$ cat config.mk
export PLATFORM = sky130hd
export DESIGN_NAME = dtc_ctrl
export DESIGN_NICKNAME = d
export VERILOG_FILES = /design/src/pkg/dtc_pkg.sv /design/src/pkg/dtc_tmr_if.sv /design/src/hw/dtc_ctrl.sv /design/src/hw/dtc_timer.sv
export SDC_FILE = /design/constraint.sdc
export NUM_CORES = 1
export LEC_CHECK = 0
export ABC_AREA = 1
export BUFFER_PORTS_ARGS = -buffer_cell sky130_fd_sc_hd__buf_2
export CAP_MARGIN = 20
export CORE_MARGIN = 2
export CORE_UTILIZATION = 47
export DETAILED_ROUTE_END_ITERATION = 16
export REMOVE_ABC_BUFFERS = 1
export SLEW_MARGIN = 5
export SYNTH_ARGS = -nofsm -noshare
export SYNTH_HDL_FRONTEND = slang
export SYNTH_SLANG_ARGS = --single-unit
$ cat constraint.sdc
create_clock -name CLK -period 4 [get_ports CLK]
set_input_delay 0.6 -clock CLK [delete_from_list [all_inputs] [get_ports CLK]]
set_output_delay 0.6 -clock CLK [all_outputs]
set_load 0.05 [all_outputs]
$ cat src/pkg/dtc_pkg.sv
// constants, command codes and states of the ddr4 timing controller
package dtc_pkg;
   localparam int CLK_PERIOD_NS = 20;
   localparam int CK_PERIOD_NS = 2 * CLK_PERIOD_NS;
   localparam int ZQ_INIT_NCK = 1024;
   localparam int ZQ_OPER_NCK = 512;
   localparam int ZQ_SHORT_NCK = 128;
   localparam int CPDED_NCK = 4;
   localparam int CKSRX_MIN_NCK = 5;
   localparam int CKSRX_NS = 10;
   localparam int XPR_MIN_NCK = 5;
   localparam int EXIT_EXTRA_NS = 10;
   localparam int BURST_LEN = 8;
   localparam int RST_HOLD_NCK = 16;
   localparam int TMR_W = 16;
   localparam int TMR_N = 3;
   localparam int TMR_NODLL = 0;
   localparam int TMR_DLL = 1;
   localparam int TMR_FAST = 2;
   localparam int RD_W = 8;

   typedef enum logic [3:0] {
      OP_NOP, OP_ACT, OP_READ, OP_WRITE, OP_MRS, OP_MRS_FAST, OP_ZQ_LONG, OP_ZQ_SHORT,
      OP_SR_ENTER, OP_SR_EXIT, OP_SR_ABORT_EXIT, OP_MP_ENTER, OP_MP_EXIT
   } dtc_op_t;

   typedef enum logic [2:0] {
      ST_RST_HOLD, ST_CK_STABLE, ST_IDLE, ST_SREF, ST_MP_HOLD, ST_MPSM, ST_MP_CKUP
   } dtc_state_t;

   // ns figure to whole ck periods, rounded up, never below one
   function automatic int ns_to_nck(input int ns);
      int n;
      n = (ns + CK_PERIOD_NS - 1) / CK_PERIOD_NS;
      return (n < 1) ? 1 : n;
   endfunction : ns_to_nck

   function automatic int max_int(input int a, input int b);
      return (a > b) ? a : b;
   endfunction : max_int
endpackage : dtc_pkg

$ cat src/pkg/dtc_tmr_if.sv
// carrier between the controller and its wait timers
`timescale 1ns/10ps
interface dtc_tmr_if;
   logic tick;
   logic [dtc_pkg::TMR_N-1:0] load;
   logic [dtc_pkg::TMR_W-1:0] value [dtc_pkg::TMR_N];
   logic [dtc_pkg::TMR_N-1:0] busy;
   modport ctrl (output tick, output load, output value, input busy);
   modport tmr (input tick, input load, input value, output busy);
endinterface : dtc_tmr_if

$ cat src/hw/dtc_ctrl.sv
// ddr4 command timing controller: reset exit, zq, self refresh and mpsm waits
// Contract
// [RQ1] device drives strobe from read latency minus one
// [RQ2] device releases strobe at latency plus half burst
// [RQ3] allow 1024 clocks for initial zq calibration
// [RQ4] wait 512 clocks after full zq calibration
// [RQ5] wait 128 clocks after short zq calibration
// [RQ6] reset exit wait max 5 clocks, trfc+10ns
// [RQ7] self refresh exit: trfc+10ns before non-dll commands
// [RQ8] abort exit: trfc4+10ns before non-dll commands
// [RQ9] zq and fast mode writes after trfc4+10ns
// [RQ10] device disables commands after tmod+cpded on mpsm
// [RQ11] keep clock valid tmod+cpded after mpsm entry
// [RQ12] valid clock before mpsm exit for cksrx
// [RQ13] after mpsm exit wait self refresh exit delay
// [RQ14] dll commands wait mpsm exit plus dll lock
// [RQ15] command pass disable delay equals four clocks
// [RQ16] stable clock max 5 clocks,10ns before exits
// [RQ17] ns minimums rounded up, enforced by down-counters
// [RQ18] refresh, mode update and dll lock are parameters
`timescale 1ns/10ps
module dtc_ctrl #(
   parameter int RFC_NS = 350,
   parameter int RFC4_NS = 160,
   parameter int MOD_NCK = 24,
   parameter int DLLK_NCK = 768,
   parameter int RL_NCK = 15
) (
   input wire logic CLK,
   input wire logic SYS_RST,
   input wire logic CMD_VALID,
   input wire dtc_pkg::dtc_op_t CMD_OP,
   output logic CMD_READY,
   output logic DDR_CK,
   output logic DDR_RESET_N,
   output logic DDR_CKE,
   output logic DDR_CMD_VALID,
   output dtc_pkg::dtc_op_t DDR_CMD,
   output logic DQS_EXPECT,
   output logic IN_SREF,
   output logic IN_MPSM
);
   import dtc_pkg::*;

   ////////////////////////////////////////////////////////////////////////////////
   // derived wait counts in ck periods
   localparam int XS_NCK = ns_to_nck(RFC_NS + EXIT_EXTRA_NS); // RQ7 RQ17 RQ18
   localparam int XS4_NCK = ns_to_nck(RFC4_NS + EXIT_EXTRA_NS); // RQ8 RQ9 RQ17
   localparam int XPR_NCK = max_int(XPR_MIN_NCK, XS_NCK); // RQ6
   localparam int CKSRX_NCK = max_int(CKSRX_MIN_NCK, ns_to_nck(CKSRX_NS)); // RQ16
   localparam int MPE_NCK = MOD_NCK + CPDED_NCK; // RQ10 RQ11 RQ15
   localparam int XMP_NCK = XS_NCK; // RQ13
   localparam int XMPDLL_NCK = XMP_NCK + DLLK_NCK; // RQ14
   localparam int RD_ON = RL_NCK - 1;
   localparam int RD_OFF = RL_NCK + BURST_LEN / 2;

   dtc_tmr_if tif ();
   dtc_timer u_timer (.clk(CLK), .rst(SYS_RST), .tif(tif));

   dtc_state_t state_reg, state_next;
   logic ck_reg, ck_next;
   logic ck_run_reg, ck_run_next;
   logic reset_n_reg, reset_n_next;
   logic cke_reg, cke_next;
   logic cmd_v_reg, cmd_v_next;
   dtc_op_t cmd_reg, cmd_next;
   logic [TMR_W-1:0] wait_reg, wait_next;
   logic zq_init_reg, zq_init_next;
   logic rd_act_reg, rd_act_next;
   logic [RD_W-1:0] rd_cnt_reg, rd_cnt_next;
   logic dqs_reg, dqs_next;
   logic tick;
   logic class_ok;
   logic accept;

   ////////////////////////////////////////////////////////////////////////////////
   // command admission per class
   assign tick = ck_reg;
   assign tif.tick = tick;

   always_comb begin
      unique case (CMD_OP)
         OP_READ, OP_WRITE: class_ok = !tif.busy[TMR_DLL] && !tif.busy[TMR_NODLL]; // RQ14
         OP_MRS_FAST, OP_ZQ_LONG, OP_ZQ_SHORT: class_ok = !tif.busy[TMR_FAST]; // RQ9
         default: class_ok = !tif.busy[TMR_NODLL]; // RQ7 RQ8 RQ13
      endcase
   end

   always_comb begin
      CMD_READY = 1'b0;
      unique case (state_reg)
         ST_IDLE: CMD_READY = tick && class_ok && CMD_OP != OP_SR_EXIT
            && CMD_OP != OP_SR_ABORT_EXIT && CMD_OP != OP_MP_EXIT;
         ST_SREF: CMD_READY = tick && wait_reg == '0
            && (CMD_OP == OP_SR_EXIT || CMD_OP == OP_SR_ABORT_EXIT); // RQ16
         ST_MPSM: CMD_READY = (CMD_OP == OP_MP_EXIT);
         default: CMD_READY = 1'b0;
      endcase
   end
   assign accept = CMD_READY && CMD_VALID;

   ////////////////////////////////////////////////////////////////////////////////
   // main sequencer
   always_comb begin
      state_next = state_reg;
      ck_run_next = ck_run_reg;
      reset_n_next = reset_n_reg;
      cke_next = cke_reg;
      cmd_v_next = cmd_v_reg;
      cmd_next = cmd_reg;
      wait_next = wait_reg;
      zq_init_next = zq_init_reg;
      tif.load = '0;
      for (int k = 0; k < TMR_N; k++) begin
         tif.value[k] = '0;
      end
      if (tick) begin
         cmd_v_next = 1'b0;
         cmd_next = OP_NOP;
         if (wait_reg != '0) begin
            wait_next = wait_reg - TMR_W'(1);
         end
      end
      ck_next = ck_run_reg ? ~ck_reg : 1'b0;
      unique case (state_reg)
         ST_RST_HOLD: begin
            if (tick && wait_reg == '0) begin
               reset_n_next = 1'b1;
               wait_next = TMR_W'(CKSRX_NCK); // RQ16
               state_next = ST_CK_STABLE;
            end
         end
         ST_CK_STABLE: begin
            if (tick && wait_reg == '0) begin
               cke_next = 1'b1;
               tif.load = '1;
               for (int k = 0; k < TMR_N; k++) begin
                  tif.value[k] = TMR_W'(XPR_NCK); // RQ6
               end
               state_next = ST_IDLE;
            end
         end
         ST_IDLE: begin
            if (accept) begin
               cmd_v_next = 1'b1;
               cmd_next = CMD_OP;
               unique case (CMD_OP)
                  OP_ZQ_LONG: begin
                     tif.load = '1;
                     for (int k = 0; k < TMR_N; k++) begin
                        tif.value[k] = zq_init_reg ? TMR_W'(ZQ_INIT_NCK) // RQ3
                           : TMR_W'(ZQ_OPER_NCK); // RQ4
                     end
                     zq_init_next = 1'b0;
                  end
                  OP_ZQ_SHORT: begin
                     tif.load = '1;
                     for (int k = 0; k < TMR_N; k++) begin
                        tif.value[k] = TMR_W'(ZQ_SHORT_NCK); // RQ5
                     end
                  end
                  OP_SR_ENTER: begin
                     cke_next = 1'b0;
                     wait_next = TMR_W'(CKSRX_NCK); // RQ16
                     state_next = ST_SREF;
                  end
                  OP_MP_ENTER: begin
                     wait_next = TMR_W'(MPE_NCK); // RQ11
                     state_next = ST_MP_HOLD;
                  end
                  default: begin
                  end
               endcase
            end
         end
         ST_SREF: begin
            if (accept) begin
               cke_next = 1'b1;
               cmd_v_next = 1'b1;
               cmd_next = CMD_OP;
               tif.load = '1;
               tif.value[TMR_NODLL] = (CMD_OP == OP_SR_ABORT_EXIT) ? TMR_W'(XS4_NCK) // RQ8
                  : TMR_W'(XS_NCK); // RQ7
               tif.value[TMR_DLL] = TMR_W'(DLLK_NCK);
               tif.value[TMR_FAST] = TMR_W'(XS4_NCK); // RQ9
               state_next = ST_IDLE;
            end
         end
         ST_MP_HOLD: begin
            if (tick && wait_reg == '0) begin
               cke_next = 1'b0;
               ck_run_next = 1'b0; // RQ11
               state_next = ST_MPSM;
            end
         end
         ST_MPSM: begin
            if (accept) begin
               ck_run_next = 1'b1;
               wait_next = TMR_W'(CKSRX_NCK); // RQ12
               state_next = ST_MP_CKUP;
            end
         end
         ST_MP_CKUP: begin
            if (tick && wait_reg == '0) begin
               cke_next = 1'b1;
               cmd_v_next = 1'b1;
               cmd_next = OP_MP_EXIT;
               tif.load = '1;
               tif.value[TMR_NODLL] = TMR_W'(XMP_NCK); // RQ13
               tif.value[TMR_DLL] = TMR_W'(XMPDLL_NCK); // RQ14
               tif.value[TMR_FAST] = TMR_W'(XMP_NCK);
               state_next = ST_IDLE;
            end
         end
      endcase
   end

   ////////////////////////////////////////////////////////////////////////////////
   // expected strobe window of a read
   always_comb begin
      rd_act_next = rd_act_reg;
      rd_cnt_next = rd_cnt_reg;
      if (accept && CMD_OP == OP_READ) begin
         rd_act_next = 1'b1;
         rd_cnt_next = RD_W'(1);
      end else if (tick && rd_act_reg) begin
         rd_cnt_next = rd_cnt_reg + RD_W'(1);
         if (rd_cnt_reg >= RD_W'(RD_OFF)) begin
            rd_act_next = 1'b0;
         end
      end
      dqs_next = rd_act_next && rd_cnt_next >= RD_W'(RD_ON) // RQ1
         && rd_cnt_next < RD_W'(RD_OFF); // RQ2
   end

   ////////////////////////////////////////////////////////////////////////////////
   // registers
   always_ff @(posedge CLK) begin
      if (SYS_RST) begin
         state_reg <= ST_RST_HOLD;
         ck_reg <= 1'b0;
         ck_run_reg <= 1'b1;
         reset_n_reg <= 1'b0;
         cke_reg <= 1'b0;
         cmd_v_reg <= 1'b0;
         cmd_reg <= OP_NOP;
         wait_reg <= TMR_W'(RST_HOLD_NCK);
         zq_init_reg <= 1'b1;
         rd_act_reg <= 1'b0;
         rd_cnt_reg <= '0;
         dqs_reg <= 1'b0;
      end else begin
         state_reg <= state_next;
         ck_reg <= ck_next;
         ck_run_reg <= ck_run_next;
         reset_n_reg <= reset_n_next;
         cke_reg <= cke_next;
         cmd_v_reg <= cmd_v_next;
         cmd_reg <= cmd_next;
         wait_reg <= wait_next;
         zq_init_reg <= zq_init_next;
         rd_act_reg <= rd_act_next;
         rd_cnt_reg <= rd_cnt_next;
         dqs_reg <= dqs_next;
      end
   end

   assign DDR_CK = ck_reg;
   assign DDR_RESET_N = reset_n_reg;
   assign DDR_CKE = cke_reg;
   assign DDR_CMD_VALID = cmd_v_reg;
   assign DDR_CMD = cmd_reg;
   assign DQS_EXPECT = dqs_reg;
   assign IN_SREF = (state_reg == ST_SREF);
   assign IN_MPSM = (state_reg == ST_MPSM);
endmodule : dtc_ctrl

$ cat src/hw/dtc_timer.sv
// down-counting wait timers, one per command class
`timescale 1ns/10ps
module dtc_timer (
   input wire logic clk,
   input wire logic rst,
   dtc_tmr_if.tmr tif
);
   import dtc_pkg::*;

   genvar i;
   generate
      for (i = 0; i < TMR_N; i++) begin : g_tmr
         logic [TMR_W-1:0] cnt_reg;
         logic [TMR_W-1:0] cnt_next;
         // a new load only lengthens the wait, never shortens it
         always_comb begin
            cnt_next = cnt_reg;
            if (tif.tick && cnt_reg != '0) begin
               cnt_next = cnt_reg - TMR_W'(1);
            end
            if (tif.load[i] && tif.value[i] > cnt_next) begin
               cnt_next = tif.value[i];
            end
         end
         always_ff @(posedge clk) begin
            if (rst) begin
               cnt_reg <= '0;
            end else begin
               cnt_reg <= cnt_next;
            end
         end
         assign tif.busy[i] = (cnt_reg != '0);
      end
   endgenerate
endmodule : dtc_timer

==> metrics.txt <==
die height 123 µm; Final Max Tran Viols 0; Seq/Total Area, Yosys 26.3%; Power Internal 3230 µW; clock power share 13.5%; Synth Warn # 0; setup_tns 0 ns; CP Max Fanout 17; setup bufs post-CTS 0; most frequent cells in the layout nand2_1 (281), nor2_1 (158), inv_1 (123); combinational cell fraction of total power 66.1%; Reg2Reg Launch Point u_timer.g_tmr[1].cnt_reg[0]; min Tclk post-route 3.50 ns; fraction of layout cells with a size suffix above 1 13.5%; synthesized area 0.00663 mm²; Ports 19; final hold violation count 0; post_cts resized 0; Peak supply drop 0.000324 V; Worst R2R Setup Slack 0.50 ns; CTS Buffer Depth 2; H-tree depth 3; largest net degree at the start of global routing 37; fin util 51.9%; Nets 1083; Leak 0.00355 µW; TritonCTS Buffers 9; Slew headroom 46.6%; mean number of vias per cell 5.08; CP arrival 3.77 ns; full die area 0.0151 mm²; Area Overhead vs Synth 8.23%; CTS root buf clkbuf_16; P_sw 3490 µW; clock transition at the registers of the reported paths 0.06 ns; status complete, no violations; clk_skew 0.00595 ns; Period Utilization, post-route 87.4%; CTS tree yes; dpl ws 0.383 ns; final setup margin 0.505 ns; # diodes 0; drc violations 0; GRT overflow 0; Die X 123 µm; IO Port Bufs 18; Sw Ratio 52.0%; count of hold buffers inserted by post-cts repair 0; DR WL/cell 12.9 µm; row count 43; average cell area after synthesis 6.41 µm²; Setup-failing EPs final 0; Max Cap Viol 0; most common cell after layout, fill and taps aside nand2_1; RSZ-0062 raised after global routing no; Syn Inst Count 1034; CP startpoint kind register; Yosys reg bits 87; PwrDens 937 mW/mm²; hold depth 2; Hold Path Sink DDR_CK; sequential fraction of design power 20.4%; crit path kind register to register; r2r endpoint u_timer.g_tmr[2].cnt_reg[14]; hold path startpoint ck_run_reg; ANT nets after route 0; worst r2r path cells 23; Hold Crit Class register to register; f_max 0.286 GHz; Tot GR Track Use 22.6%; Core Region 0.0138 mm²; hpwl dp 12.3 mm; max reg flops 48; Slew @ Worst Pin 0.799 ns; TritonCTS Sinks 87; drt first pass iters 5; Detailed Route WL 15.9 mm; post-synthesis cell type count 46; first-pass GRT wire length 27.3 mm; placer congestion estimate 0.845; Starting Density 47.9%; Via Count 6280; clk_lat worst skew 0.34 ns; vias in the first global route 5784; WP data required 4.27 ns; crit end category register; first-iteration detailed-routing DRC count 343; initial antenna violation count 0
[through the flow]
| stage | hold slack, ns | total power, µW | cells | cell area, µm² |
|---|---|---|---|---|
| 2_1_floorplan | 0.416 | 4950 | 1018 | 6500 |
| 3_3_place_gp | 0.423 | 5810 | 1222 | 6860 |
| 3_5_place_dp | 0.428 | 5810 | 1222 | 6860 |
| 4_1_cts | 0.438 | 6760 | 1237 | 7170 |
| 5_1_grt | 0.459 | 7510 | 1237 | 7170 |
| 6_report | 0.434 | 6720 | 1237 | 7170 |
[logic make-up (layout without fill, tap and decap cells)]
group / count (synthesis) / in the layout / share of synthesized area (%)
and+or+nand+nor: 626 / 626 / 44.4
DFF: 87 / 87 / 26.3
xor gates and xnor gates: 42 / 42 / 5.55
buffers and inverters: 150 / 173 / 9.57
adders and majority gates: 23 / 23 / 4.34
AOI/OAI and AO/OA: 106 / 106 / 9.80
[power by group through the flow]
stage | Sequential, µW | Combinational, µW | Clock, µW
floorplan | 1350 | 3610 | 0
global placement | 1390 | 4420 | 0
detailed placement | 1380 | 4430 | 0
CTS | 1370 | 4460 | 935
global route | 1410 | 5140 | 969
finish | 1370 | 4440 | 906
[final cells by class]
type                    instances  area, µm²
fillers                      1436       6660
multi-input cells             797       4250
flip-flops and latches         87       1740
inverters                     134        505
clock buffers                  12        246
well taps                     180        225
repair buffers                 24        135
clock inverters                 3       67.6
[per-layer routing]
| layer | up-vias | part of all wire [%] | global-route usage [%] |
|---|---|---|---|
| met5 | - | 0 | 0 |
| met4 | 0 | 1.7 | 6.18 |
| met3 | 16 | 3.7 | 4.32 |
| met2 | 94 | 44 | 35.7 |
| met1 | 2821 | 50 | 31.4 |
| li1 | 3349 | - | - |
[critical path, cell delays in order, from the launching register on]
cell     delay, ns
dfxtp_1       0.30
inv_1         0.16
ha_1          0.27
nand2_2       0.13
nor2_4        0.17
nand3_1       0.09
nand2_1       0.12
nand2_1       0.06
nand2_1       0.07
nand2_2       0.06
nand2_4       0.13
nand2_4       0.06
buf_4         0.20
nor4_1        0.20
buf_4         0.21
ha_1          0.14
inv_1         0.04
nor2_1        0.13
nand2_1       0.09
nor2_1        0.16
nand2_2       0.14
nand3_4       0.16
nand2_4       0.15
a21oi_2       0.17
[synth_stat cells (all sizes together)]
cell type  instances  area share (%)
a2111oi            1            0.13
ha                23             4.3
clkbuf             6            0.34
buf               10             1.6
o31ai              1            0.11
a211oi             1            0.11
or2                2            0.19
o21bai             2            0.23
nor2             190              13
a22oi              2            0.23
a21boi             1            0.11
nand4             29             2.8
xnor2             11             1.5
xor2              31             4.1
nand2            308              19
nor3              15             1.4
inv              134             7.6
a21o               1            0.11
nor4               3            0.28
nand3             59             5.6
and2               4            0.38
nor3b              3            0.34
a21oi             66             6.3
a31oi              4            0.38
and3               1           0.094
dfxtp             87              26
o21ai             27             2.0
or4                1            0.11
nand3b            11             1.2
[worst max path at each step]
stage,from,to,slack (ns),cells past startpoint
global placement,CMD_OP[0],u_timer.g_tmr[2].cnt_reg[5],0.44,21
floorplan,DDR_CK,u_timer.g_tmr[1].cnt_reg[2],0.25,18
global route,u_timer.g_tmr[1].cnt_reg[0],u_timer.g_tmr[1].cnt_reg[13],0.04,25
detailed placement,CMD_OP[0],u_timer.g_tmr[1].cnt_reg[13],0.38,23
CTS,u_timer.g_tmr[1].cnt_reg[0],u_timer.g_tmr[1].cnt_reg[2],0.51,25
finish,u_timer.g_tmr[1].cnt_reg[0],u_timer.g_tmr[2].cnt_reg[14],0.50,23
Power figures use the tool's default switching activity.
